## src/pkg/seqtrg_pkg.sv

```systemverilog
// Package with register map, field codes and timing constants of the sequence trigger engine.
package seqtrg_pkg;
  localparam int          TIMER_MIN_NS    = 100;
  localparam int          CLK_PERIOD_NS   = 50;
  localparam int          TIMER_MIN_CYC   = (TIMER_MIN_NS + CLK_PERIOD_NS - 1) / CLK_PERIOD_NS;
  localparam longint      TIMER_MAX_NS    = 64'd10_000_000_000;
  localparam int          TIMER_MAX_CYC   = int'(TIMER_MAX_NS / CLK_PERIOD_NS);
  localparam int          CHAN_W          = 20;
  localparam int          TIMER_W         = 28;
  localparam int          COUNT_W         = 16;
  // Register byte addresses.
  localparam logic [7:0]  ADDR_CTRL       = 8'h00;
  localparam logic [7:0]  ADDR_PAT1_VAL   = 8'h04;
  localparam logic [7:0]  ADDR_PAT1_MSK   = 8'h08;
  localparam logic [7:0]  ADDR_PAT2_VAL   = 8'h0C;
  localparam logic [7:0]  ADDR_PAT2_MSK   = 8'h10;
  localparam logic [7:0]  ADDR_FIRST_EDGE_TERM      = 8'h14;
  localparam logic [7:0]  ADDR_SECOND_EDGE_TERM      = 8'h18;
  localparam logic [7:0]  ADDR_FIND       = 8'h1C;
  localparam logic [7:0]  ADDR_TRIG       = 8'h20;
  localparam logic [7:0]  ADDR_RESET      = 8'h24;
  localparam logic [7:0]  ADDR_TIMER      = 8'h28;
  localparam logic [7:0]  ADDR_COUNT      = 8'h2C;
  localparam logic [7:0]  ADDR_STATUS     = 8'h30;
  // Edge register fields: bits 4:0 source (0 = none, n = channel n-1), bit 8 slope.
  localparam int          EDGE_SRC_W      = 5;
  localparam int          EDGE_SLOPE_BIT  = 8;
  // Stage field codes, three per stage, packed 3x4 bits; readback shows all three.
  localparam logic [3:0]  F_NONE          = 4'h0;
  localparam logic [3:0]  F_PAT1          = 4'h1;
  localparam logic [3:0]  F_PAT2          = 4'h2;
  localparam logic [3:0]  F_FIRST_EDGE_TERM         = 4'h3;
  localparam logic [3:0]  F_SECOND_EDGE_TERM         = 4'h4;
  localparam logic [3:0]  F_ENT           = 4'h5;
  localparam logic [3:0]  F_EXIT          = 4'h6;
  localparam logic [3:0]  F_AND           = 4'h7;
  localparam logic [3:0]  F_COUNT         = 4'h8;
  localparam logic [3:0]  F_NREF          = 4'h9;
  localparam logic [3:0]  F_TIM           = 4'hA;
  // Stage selection codes as written by software.
  localparam logic [3:0]  SEL_NONE        = 4'h0;
  localparam logic [3:0]  SEL_P1_ENT      = 4'h1;
  localparam logic [3:0]  SEL_P1_EXIT     = 4'h2;
  localparam logic [3:0]  SEL_E1          = 4'h3;
  localparam logic [3:0]  SEL_P1_AND_E1   = 4'h4;
  localparam logic [3:0]  SEL_P2_ENT      = 4'h5;
  localparam logic [3:0]  SEL_P2_EXIT     = 4'h6;
  localparam logic [3:0]  SEL_E2          = 4'h7;
  localparam logic [3:0]  SEL_P2_AND_E2   = 4'h8;
  localparam logic [3:0]  SEL_E2_COUNT    = 4'h9;
  localparam logic [3:0]  SEL_E2_CNT_NREF = 4'hA;
  localparam logic [3:0]  SEL_TIMER       = 4'hB;
  // Channel variants.
  localparam logic [1:0]  VAR_4A16D       = 2'h0;
  localparam logic [1:0]  VAR_2A16D       = 2'h1;
  localparam logic [1:0]  VAR_4A          = 2'h2;
  localparam logic [1:0]  VAR_2A          = 2'h3;
  localparam int          EXT_BIT         = 4;
  localparam int          ANA_MSO_BASE    = 16;
  localparam logic [31:0] TIMER_RESET     = 32'h0000_0002;
  localparam logic [31:0] COUNT_RESET     = 32'h0000_0001;
endpackage

```

## src/rtl/seqtrg_engine.sv

```systemverilog
// Sequence trigger engine: find, trigger and reset stages over pattern, edge, counter and timer resources.
//
// The implementer's own choices: the placing of the registers and the APB register port.
`timescale 1ns/1ps
module seqtrg_engine #(
  parameter logic [1:0] VARIANT   = seqtrg_pkg::VAR_4A16D,  // Channel variant.
  parameter int         TIMER_MAX = seqtrg_pkg::TIMER_MAX_CYC // Longest timer in cycles.
) (
  input  wire logic        sys_clk,     // 20 MHz clock.
  input  wire logic        reset,       // Synchronous reset, active high.
  input  wire logic [3:0]  analog_lvl,  // Analog comparator levels, channels 1 to 4.
  input  wire logic [15:0] digital_lvl, // Digital probe levels.
  input  wire logic        ext_lvl,     // External trigger input level.
  input  wire logic        psel,        // APB select.
  input  wire logic        penable,     // APB enable.
  input  wire logic        pwrite,      // APB direction.
  input  wire logic [7:0]  paddr,       // APB byte address.
  input  wire logic [31:0] pwdata,      // APB write data.
  input  wire logic [3:0]  pstrb,       // APB byte strobes.
  output logic [31:0]      prdata,      // APB read data.
  output logic             pready,      // APB ready.
  output logic             pslverr,     // APB error on unmapped address.
  output logic             trig_out     // One-cycle trigger pulse.
);
  typedef enum logic [2:0] {
    ST_IDLE = 3'b001,
    ST_FIND = 3'b010,
    ST_TRIG = 3'b100
  } seqtrg_state_e;

  localparam int CW = seqtrg_pkg::CHAN_W;

  seqtrg_state_e state_ff;
  logic [CW-1:0] chan_meta_ff, chan_sync_ff, chan_prev_ff;
  logic [CW-1:0] pat1_val_ff, pat1_msk_ff, pat2_val_ff, pat2_msk_ff;
  logic [31:0]   first_edge_term_ff, second_edge_term_ff, timer_cfg_ff, count_cfg_ff;
  logic [3:0]    find_sel_ff, trig_sel_ff, rst_sel_ff;
  logic          enable_ff;
  logic          p1_prev_ff, p2_prev_ff;
  logic [seqtrg_pkg::TIMER_W-1:0] timer_ff;
  logic [seqtrg_pkg::COUNT_W-1:0] edge_cnt_ff;
  logic [CW-1:0] chan_raw;
  logic          p1_now, p2_now, p1_ent, p1_exit, p2_ent, p2_exit;
  logic          e1_hit, e2_hit, timer_exp;
  logic          find_hit, trig_cond, trig_hit, rst_hit;
  logic          apb_wr, apb_rd, addr_ok;
  logic [seqtrg_pkg::TIMER_W-1:0] timer_lim;
  logic [31:0]   timer_wr;

  // Channel mapping into pattern bit positions per variant.
  always_comb begin
    chan_raw = '0;
    unique case (VARIANT)
      seqtrg_pkg::VAR_4A16D: begin
        chan_raw[15:0]                               = digital_lvl;
        chan_raw[seqtrg_pkg::ANA_MSO_BASE +: 4]      = analog_lvl;
      end
      seqtrg_pkg::VAR_2A16D: begin
        chan_raw[15:0]                               = digital_lvl;
        chan_raw[seqtrg_pkg::ANA_MSO_BASE +: 2]      = analog_lvl[1:0];
      end
      seqtrg_pkg::VAR_4A: begin
        chan_raw[3:0]                   = analog_lvl;
        chan_raw[seqtrg_pkg::EXT_BIT]   = ext_lvl;
      end
      seqtrg_pkg::VAR_2A: begin
        chan_raw[1:0]                   = analog_lvl[1:0];
        chan_raw[seqtrg_pkg::EXT_BIT]   = ext_lvl;
      end
    endcase
  end

  // Levels come from outside this clock domain, so two flip-flops first.
  always_ff @(posedge sys_clk) begin
    if (reset) begin
      chan_meta_ff <= '0;
      chan_sync_ff <= '0;
      chan_prev_ff <= '0;
    end else begin
      chan_meta_ff <= chan_raw;
      chan_sync_ff <= chan_meta_ff;
      chan_prev_ff <= chan_sync_ff;
    end
  end

  // A masked-out channel never fails the match.
  assign p1_now = &(~(chan_sync_ff ^ pat1_val_ff) | ~pat1_msk_ff);
  assign p2_now = &(~(chan_sync_ff ^ pat2_val_ff) | ~pat2_msk_ff);

  always_ff @(posedge sys_clk) begin
    if (reset) begin
      p1_prev_ff <= 1'b0;
      p2_prev_ff <= 1'b0;
    end else begin
      p1_prev_ff <= p1_now;
      p2_prev_ff <= p2_now;
    end
  end

  assign p1_ent  = p1_now & ~p1_prev_ff;
  assign p1_exit = ~p1_now & p1_prev_ff;
  assign p2_ent  = p2_now & ~p2_prev_ff;
  assign p2_exit = ~p2_now & p2_prev_ff;

  function automatic logic edge_fire(input logic [31:0] cfg, input logic [CW-1:0] cur,
                                     input logic [CW-1:0] prv);
    logic [seqtrg_pkg::EDGE_SRC_W-1:0] src;
    logic                              c, p;
    src = cfg[seqtrg_pkg::EDGE_SRC_W-1:0];
    c   = 1'b0;
    p   = 1'b0;
    if (src != '0 && int'(src) <= CW) begin
      c = cur[src - 1'b1];
      p = prv[src - 1'b1];
    end
    // Source code zero selects no channel and the resource never fires.
    if (src == '0)
      edge_fire = 1'b0;
    else if (cfg[seqtrg_pkg::EDGE_SLOPE_BIT])
      edge_fire = p & ~c;
    else
      edge_fire = c & ~p;
  endfunction

  assign e1_hit = edge_fire(first_edge_term_ff, chan_sync_ff, chan_prev_ff);
  assign e2_hit = edge_fire(second_edge_term_ff, chan_sync_ff, chan_prev_ff);

  always_comb begin
    unique case (find_sel_ff)
      seqtrg_pkg::SEL_P1_ENT:    find_hit = p1_ent;
      seqtrg_pkg::SEL_P1_EXIT:   find_hit = p1_exit;
      seqtrg_pkg::SEL_E1:        find_hit = e1_hit;
      seqtrg_pkg::SEL_P1_AND_E1: find_hit = p1_now & e1_hit;
      default:                   find_hit = 1'b0;
    endcase
  end

  always_comb begin
    unique case (trig_sel_ff)
      seqtrg_pkg::SEL_P2_ENT:      trig_cond = p2_ent;
      seqtrg_pkg::SEL_P2_EXIT:     trig_cond = p2_exit;
      seqtrg_pkg::SEL_E2:          trig_cond = e2_hit;
      seqtrg_pkg::SEL_P2_AND_E2:   trig_cond = p2_now & e2_hit;
      seqtrg_pkg::SEL_E2_COUNT,
      seqtrg_pkg::SEL_E2_CNT_NREF: trig_cond = e2_hit;
      default:                     trig_cond = 1'b0;
    endcase
  end

  logic counted;
  assign counted  = (trig_sel_ff == seqtrg_pkg::SEL_E2_COUNT) || (trig_sel_ff == seqtrg_pkg::SEL_E2_CNT_NREF);
  // In counted modes the last needed edge is the trigger.
  assign trig_hit = trig_cond &
                    (!counted || (32'(edge_cnt_ff) + 32'd1 >= count_cfg_ff));

  // The written time is clamped on entry, so a readback shows the time in force.
  assign timer_wr  = (pwdata < 32'(seqtrg_pkg::TIMER_MIN_CYC)) ? 32'(seqtrg_pkg::TIMER_MIN_CYC) :
                     (pwdata > 32'(TIMER_MAX)) ? 32'(TIMER_MAX) : pwdata;
  assign timer_lim = timer_cfg_ff[seqtrg_pkg::TIMER_W-1:0];
  assign timer_exp = (state_ff == ST_TRIG) && (timer_ff >= timer_lim - 1'b1);

  always_comb begin
    unique case (rst_sel_ff)
      seqtrg_pkg::SEL_P1_ENT:    rst_hit = p1_ent;
      seqtrg_pkg::SEL_P1_EXIT:   rst_hit = p1_exit;
      seqtrg_pkg::SEL_E1:        rst_hit = e1_hit;
      seqtrg_pkg::SEL_P1_AND_E1: rst_hit = p1_now & e1_hit;
      seqtrg_pkg::SEL_P2_ENT:    rst_hit = p2_ent;
      seqtrg_pkg::SEL_P2_EXIT:   rst_hit = p2_exit;
      seqtrg_pkg::SEL_E2:        rst_hit = e2_hit;
      seqtrg_pkg::SEL_TIMER:     rst_hit = timer_exp;
      default:                   rst_hit = 1'b0;
    endcase
  end

  // Sequencer state. Reset wins over a trigger in the same cycle, since
  // software is expected to keep the two conditions disjoint anyway.
  always_ff @(posedge sys_clk) begin
    if (reset) begin
      state_ff <= ST_IDLE;
      trig_out <= 1'b0;
    end else begin
      trig_out <= 1'b0;
      unique case (state_ff)
        ST_IDLE: if (enable_ff) state_ff <= ST_FIND;
        ST_FIND: begin
          if (!enable_ff) state_ff <= ST_IDLE;
          else if (find_hit) state_ff <= ST_TRIG;
        end
        ST_TRIG: begin
          if (!enable_ff) state_ff <= ST_IDLE;
          else if (rst_hit) state_ff <= ST_FIND;
          else if (trig_hit) begin
            trig_out <= 1'b1;
            state_ff <= ST_FIND;
          end else if (counted && trig_sel_ff == seqtrg_pkg::SEL_E2_COUNT && trig_cond)
            state_ff <= ST_FIND;                  // Plain counted mode must refind between edges.
        end
      endcase
    end
  end

  // Edge counter: kept across refinds only in plain counted mode, and through
  // the no-refind mode, which never leaves the trigger state between edges.
  always_ff @(posedge sys_clk) begin
    if (reset) begin
      edge_cnt_ff <= '0;
    end else if (state_ff == ST_IDLE || (state_ff == ST_TRIG && (rst_hit || trig_hit))) begin
      edge_cnt_ff <= '0;
    end else if (state_ff == ST_TRIG && counted && trig_cond) begin
      edge_cnt_ff <= edge_cnt_ff + 1'b1;
    end
  end

  always_ff @(posedge sys_clk) begin
    if (reset) begin
      timer_ff <= '0;
    end else if (state_ff != ST_TRIG || rst_hit || trig_hit) begin
      timer_ff <= '0;
    end else begin
      timer_ff <= timer_ff + 1'b1;
    end
  end

  // APB slave, zero wait states.
  assign pready  = 1'b1;
  assign apb_wr  = psel & penable & pwrite;
  assign apb_rd  = psel & ~pwrite;
  assign addr_ok = (paddr <= seqtrg_pkg::ADDR_STATUS) && (paddr[1:0] == 2'b00);
  assign pslverr = psel & penable & ~addr_ok;

  function automatic logic [31:0] stage_fields(input logic [3:0] sel);
    logic [3:0] a, b, c;
    a = seqtrg_pkg::F_NONE;
    b = seqtrg_pkg::F_NONE;
    c = seqtrg_pkg::F_NONE;
    unique case (sel)
      seqtrg_pkg::SEL_P1_ENT:      begin a = seqtrg_pkg::F_PAT1;  b = seqtrg_pkg::F_ENT;   end
      seqtrg_pkg::SEL_P1_EXIT:     begin a = seqtrg_pkg::F_PAT1;  b = seqtrg_pkg::F_EXIT;  end
      seqtrg_pkg::SEL_E1:          a = seqtrg_pkg::F_FIRST_EDGE_TERM;
      seqtrg_pkg::SEL_P1_AND_E1:   begin a = seqtrg_pkg::F_PAT1; b = seqtrg_pkg::F_AND; c = seqtrg_pkg::F_FIRST_EDGE_TERM; end
      seqtrg_pkg::SEL_P2_ENT:      begin a = seqtrg_pkg::F_PAT2;  b = seqtrg_pkg::F_ENT;   end
      seqtrg_pkg::SEL_P2_EXIT:     begin a = seqtrg_pkg::F_PAT2;  b = seqtrg_pkg::F_EXIT;  end
      seqtrg_pkg::SEL_E2:          a = seqtrg_pkg::F_SECOND_EDGE_TERM;
      seqtrg_pkg::SEL_P2_AND_E2:   begin a = seqtrg_pkg::F_PAT2; b = seqtrg_pkg::F_AND; c = seqtrg_pkg::F_SECOND_EDGE_TERM; end
      seqtrg_pkg::SEL_E2_COUNT:    begin a = seqtrg_pkg::F_SECOND_EDGE_TERM; b = seqtrg_pkg::F_COUNT; end
      seqtrg_pkg::SEL_E2_CNT_NREF: begin a = seqtrg_pkg::F_SECOND_EDGE_TERM; b = seqtrg_pkg::F_COUNT; c = seqtrg_pkg::F_NREF; end
      seqtrg_pkg::SEL_TIMER:       a = seqtrg_pkg::F_TIM;
      default: ;
    endcase
    stage_fields = {20'h0_0000, a, b, c};
  endfunction

  always_ff @(posedge sys_clk) begin
    if (reset) begin
      enable_ff    <= 1'b0;
      pat1_val_ff  <= '0;
      pat1_msk_ff  <= '0;
      pat2_val_ff  <= '0;
      pat2_msk_ff  <= '0;
      first_edge_term_ff     <= '0;
      second_edge_term_ff     <= '0;
      find_sel_ff  <= seqtrg_pkg::SEL_E1;
      trig_sel_ff  <= seqtrg_pkg::SEL_E2;
      rst_sel_ff   <= seqtrg_pkg::SEL_NONE;
      timer_cfg_ff <= seqtrg_pkg::TIMER_RESET;
      count_cfg_ff <= seqtrg_pkg::COUNT_RESET;
    end else if (apb_wr && pstrb == 4'hF) begin
      unique case (paddr)
        seqtrg_pkg::ADDR_CTRL:     enable_ff   <= pwdata[0];
        seqtrg_pkg::ADDR_PAT1_VAL: pat1_val_ff <= pwdata[CW-1:0];
        seqtrg_pkg::ADDR_PAT1_MSK: pat1_msk_ff <= pwdata[CW-1:0];
        seqtrg_pkg::ADDR_PAT2_VAL: pat2_val_ff <= pwdata[CW-1:0];
        seqtrg_pkg::ADDR_PAT2_MSK: pat2_msk_ff <= pwdata[CW-1:0];
        seqtrg_pkg::ADDR_FIRST_EDGE_TERM:    first_edge_term_ff    <= pwdata;
        seqtrg_pkg::ADDR_SECOND_EDGE_TERM:    second_edge_term_ff    <= pwdata;
        seqtrg_pkg::ADDR_FIND:     if (pwdata[3:0] >= seqtrg_pkg::SEL_P1_ENT && pwdata[3:0] <= seqtrg_pkg::SEL_P1_AND_E1)
                                     find_sel_ff <= pwdata[3:0];
        seqtrg_pkg::ADDR_TRIG:     if (pwdata[3:0] >= seqtrg_pkg::SEL_P2_ENT && pwdata[3:0] <= seqtrg_pkg::SEL_E2_CNT_NREF)
                                     trig_sel_ff <= pwdata[3:0];
        seqtrg_pkg::ADDR_RESET:    if (pwdata[3:0] <= seqtrg_pkg::SEL_E2 || pwdata[3:0] == seqtrg_pkg::SEL_TIMER)
                                     rst_sel_ff  <= pwdata[3:0];
        seqtrg_pkg::ADDR_TIMER:    timer_cfg_ff <= timer_wr;
        seqtrg_pkg::ADDR_COUNT:    count_cfg_ff <= pwdata;
        default: ;
      endcase
    end
  end

  always_ff @(posedge sys_clk) begin
    if (reset) begin
      prdata <= '0;
    end else if (apb_rd && !penable) begin
      unique case (paddr)
        seqtrg_pkg::ADDR_CTRL:     prdata <= {31'h0, enable_ff};
        seqtrg_pkg::ADDR_PAT1_VAL: prdata <= 32'(pat1_val_ff);
        seqtrg_pkg::ADDR_PAT1_MSK: prdata <= 32'(pat1_msk_ff);
        seqtrg_pkg::ADDR_PAT2_VAL: prdata <= 32'(pat2_val_ff);
        seqtrg_pkg::ADDR_PAT2_MSK: prdata <= 32'(pat2_msk_ff);
        seqtrg_pkg::ADDR_FIRST_EDGE_TERM:    prdata <= first_edge_term_ff;
        seqtrg_pkg::ADDR_SECOND_EDGE_TERM:    prdata <= second_edge_term_ff;
        seqtrg_pkg::ADDR_FIND:     prdata <= stage_fields(find_sel_ff);
        seqtrg_pkg::ADDR_TRIG:     prdata <= stage_fields(trig_sel_ff);
        seqtrg_pkg::ADDR_RESET:    prdata <= stage_fields(rst_sel_ff);
        seqtrg_pkg::ADDR_TIMER:    prdata <= timer_cfg_ff;
        seqtrg_pkg::ADDR_COUNT:    prdata <= count_cfg_ff;
        seqtrg_pkg::ADDR_STATUS:   prdata <= {13'h0, state_ff, edge_cnt_ff};
        default:                   prdata <= '0;
      endcase
    end
  end

  a_trig_needs_find: assert property (@(posedge sys_clk) disable iff (reset)
    trig_out |-> $past(state_ff) == ST_TRIG) else $error("trigger without find");
  a_find_advances: assert property (@(posedge sys_clk) disable iff (reset)
    (state_ff == ST_FIND && enable_ff && find_hit) |=> state_ff == ST_TRIG) else $error("find not taken");
  a_reset_restarts: assert property (@(posedge sys_clk) disable iff (reset)
    (state_ff == ST_TRIG && enable_ff && rst_hit) |=> (state_ff == ST_FIND && !trig_out)) else $error("no restart");
  a_timer_cleared: assert property (@(posedge sys_clk) disable iff (reset)
    (state_ff != ST_TRIG) |=> timer_ff == '0) else $error("timer not cleared");
  a_timer_counts: assert property (@(posedge sys_clk) disable iff (reset)
    (state_ff == ST_TRIG && $past(state_ff) == ST_TRIG && !$past(rst_hit) && !$past(trig_hit))
    |-> timer_ff == $past(timer_ff) + 1'b1) else $error("timer stalled");
  a_count_gate: assert property (@(posedge sys_clk) disable iff (reset)
    (trig_out && $past(counted)) |-> 32'($past(edge_cnt_ff)) + 32'd1 >= $past(count_cfg_ff)) else $error("early count");
  a_edge_disabled: assert property (@(posedge sys_clk) disable iff (reset)
    (first_edge_term_ff[seqtrg_pkg::EDGE_SRC_W-1:0] == '0) |-> !e1_hit) else $error("disabled edge fired");
  a_trig_pulse: assert property (@(posedge sys_clk) disable iff (reset)
    trig_out |=> !trig_out) else $error("trigger not one cycle");
endmodule // seqtrg_engine

```

## config.mk

```make
export PLATFORM = sky130hd
export DESIGN_NAME = seqtrg_engine
export DESIGN_NICKNAME = d
export VERILOG_FILES = /design/src/pkg/seqtrg_pkg.sv /design/src/rtl/seqtrg_engine.sv
export SDC_FILE = /design/constraint.sdc
export NUM_CORES = 1
export LEC_CHECK = 0
export ABC_AREA = 0
export BUFFER_PORTS_ARGS = -buffer_cell sky130_fd_sc_hd__buf_2
export CORE_ASPECT_RATIO = 1.75
export CORE_UTILIZATION = 53
export CTS_CLUSTER_SIZE = 20
export DETAILED_ROUTE_END_ITERATION = 12
export HOLD_SLACK_MARGIN = 0.12
export MAX_ROUTING_LAYER = met4
export PLACE_DENSITY = 0.78
export SLEW_MARGIN = 25
export SYNTH_ARGS = -nofsm -noshare
export SYNTH_HDL_FRONTEND = slang
export SYNTH_SLANG_ARGS = --single-unit
export TNS_END_PERCENT = 1
```

## constraint.sdc

```tcl
create_clock -name sys_clk -period 7.4 [get_ports sys_clk]
set_input_delay 0.74 -clock sys_clk [delete_from_list [all_inputs] [get_ports sys_clk]]
set_output_delay 0.74 -clock sys_clk [all_outputs]
set_load 0.03 [all_outputs]
```

==> out/summary.txt <==
status - complete, no violations
post-CTS sizing - 0
Routed WL per cell - 25.1 um
CP max-delay cell - a41oi_4
Yosys top cell by area - dfxtp_1
Mapped Area - 17900 um2
# IOs - 105
Hold Buf Count CTS - 0
DPL Wire Length - 46.2 mm
CTS tree - done
Worst setup EP type - register
register area - 7270 um2
Tcrit/Tclk final - 0.679
clk slew on worst S/H paths - 0.07 ns
min Tclk post-route - 5.03 ns
syn_area_per_cell - 8.20 um2
first drt pass iteration count - 7
most frequent cells in the layout - nand2_1, dfxtp_1, a21oi_1
CTS root buffer - clkbuf_16
Synth area leaders - dfxtp_1, nand2_1, a21oi_1
Synth async-reset ratio - 0
DRT iter0 DRCs - 1854
Slew @ Worst Pin - 1.15 ns
Synth-to-Final Area Change - 10.7%
Synth Warn # - 0
share of post-route cells with drive strength above 1 - 0.114
setup repair after global routing missed its margin - false
Final #Nets - 2321
vias in the first global route - 17000
crit-path cells - ha_1 > and3_1 > and3_1 > and3_1 > and3_1 > and3_1 > and3_1 > and3_1 > ha_1 > o2111ai_1 > or4_1 > a21oi_1 > o22ai_1 > a41oi_4 > nor2_1
Max Clk Rate - 199 MHz
Crit path largest cell delay - 0.67 ns
post-DR vias/cell - 6.48
Slew Limit Headroom - 0.229
Fillers - 2957
fin. max-slew vios - 0
clock skew - 0.0337 ns
Critical Path RT - 7.79 ns
net count after synthesis - 2310
multi-input logic area - 10000 um2
Die Ht - 245 um
TritonCTS Buffers - 35
leakage - 7.17 nW
EDFF count, synth - 0
fin util - 0.599
MaxCap Viol Count - 0
ys flop type - dfxtp_1
CTS Buffer Depth - 3
I/O Buffers - 102
Worst-Skew Late Latency - 0.56 ns
final setup fails - 0
setup TNS - 0 ns
share of the synthesized area in the top cell type - 0.405
power density cells - 204 nW/um2
GRT Total Usage - 0.400
Worst Path Arrival - 5.41 ns
via count - 17300
Mapped Cells - 2188
CP Buf/Inv Count - 0
Setup Buffers After CTS - 0
largest net degree at the start of global routing - 209
CP most frequent cell - and3_1
WL final - 67.0 mm
startpoint types - register
gpl congestion - 1.10
critical path type - reg2reg
full die area - 34600 um2
die width - 141 um
Yosys reg bits - 363
initial antenna violation count - 2
global-route wire length before repair - 99.9 mm
Hold Worst Slack - 0.394 ns
Layout Cells excl Fill - 2672
crit path max fanout - 16
DRC - 0
H-tree lvl count - 2
CTS sink count - 363
peak supply drop - 0.000210 V
Antenna Nets Post-Route - 0
critical path's top delay family - simple AND/OR/NAND/NOR gates
row cnt - 88
commonest non-fill, non-tap cell in the layout - nand2_1
Distinct cells, synth - 73
GRT overflow - 0
core area - 33100 um2
Initial Utilization - 0.541
final hold viol count - 0
Hold Path Class - in2reg
Post-Place Cells - 2610
sequential area share after synthesis - 0.405
==> synth_stat cells (22+ instances only) <==
cell type    n
a221oi_1    22
inv_1       31
nand2b_1    24
and3_1      25
clkbuf_1   140
dfxtp_1    363
xnor2_1     34
o21ai_0     53
nor4_1      24
nor3_1      67
xor2_1     100
ha_1        52
nor2b_1     74
mux2i_1     22
nand2_1    427
nand3_1     32
a22oi_1     89
a31oi_1     33
nor2_1     148
a21oi_1    212
==> cell families after synthesis <==
family	after synthesis	share of synthesized area
xor gates and xnor gates	135	0.0663
muxes	45	0.0380
AOI/OAI and AO/OA	501	0.180
buffers and inverters	188	0.0411
adders and majority gates	52	0.0363
DFF	363	0.405
other	1	0.000209
and+or+nand+nor	903	0.233
==> worst reg2reg max path, cell delays in order (launching register included) <==
cell and delay (ns):
dfxtp_1 0.44, ha_1 0.24, and3_1 0.23, and3_1 0.23, and3_1 0.24, and3_1 0.25
and3_1 0.33, and3_1 0.26, and3_1 0.20, ha_1 0.20, o2111ai_1 0.13, or4_1 0.50
a21oi_1 0.52, o22ai_1 0.30, a41oi_4 0.67, nor2_1 0.14
==> routing by layer <==
layer / wire [um] / track usage
met1: 22100 / 0.402
met2: 31300 / 0.643
met3: 6010 / 0.0855
met4: 7590 / 0.382
met5: 0 / -
==> final timing paths <==
kind | start | endpoint | slack, ns | depth (start not counted)
worst min-delay path | digital_lvl[11] | chan_meta_ff[11]$_SDFF_PP0_ | 0.39 | 2
worst max-delay path | edge_cnt_ff[0]$_SDFFE_PP0P_ | edge_cnt_ff[0]$_SDFFE_PP0P_ | 2.37 | 15
worst min register to register | chan_meta_ff[4]$_SDFF_PP0_ | chan_sync_ff[4]$_SDFF_PP0_ | 0.43 | 1
worst max register to register | edge_cnt_ff[0]$_SDFFE_PP0P_ | edge_cnt_ff[0]$_SDFFE_PP0P_ | 2.37 | 15
==> power by group <==
part	total, mW	switching (mW)	internal [mW]
logic	0.220	0.155	0.0648
clock network	1.82	0.799	1.02
registers	2.01	0.0350	1.98
==> cell type report <==
class	count	share of cell area
repair buffers	130	0.0372
well taps	450	0.0284
inverters	32	0.00605
clock buffers	43	0.0476
clock inverters	14	0.00926
flip-flops and latches	363	0.366
multi-input cells	1637	0.505
diodes	3	0.000378
==> state kept, by name, summed over array words and instances (netlist names), 3 cells and up <==
| name | cells |
|---|---|
| chan_sync_ff | 20 |
| edge_cnt_ff | 16 |
| find_sel_ff | 4 |
| first_edge_term_ff | 32 |
| second_edge_term_ff | 32 |
| count_cfg_ff | 32 |
| pat1_msk_ff | 20 |
| trig_sel_ff | 4 |
| timer_cfg_ff | 32 |
| timer_ff | 28 |
| pat2_val_ff | 20 |
| chan_prev_ff | 20 |
| state_ff | 3 |
| pat1_val_ff | 20 |
| chan_meta_ff | 20 |
| pat2_msk_ff | 20 |
| rst_sel_ff | 4 |
| prdata | 32 |
==> stage by stage <==
step	setup slack [ns]	power, mW	area [um2]
after floorplan	3.30	2.18	17900
after global placement	2.65	2.26	18700
after detailed placement	2.52	2.27	18700
after CTS	2.47	4.05	19800
after global routing	2.05	4.14	19900
final	2.37	4.05	19900
(Power assumes the default switching activity.)
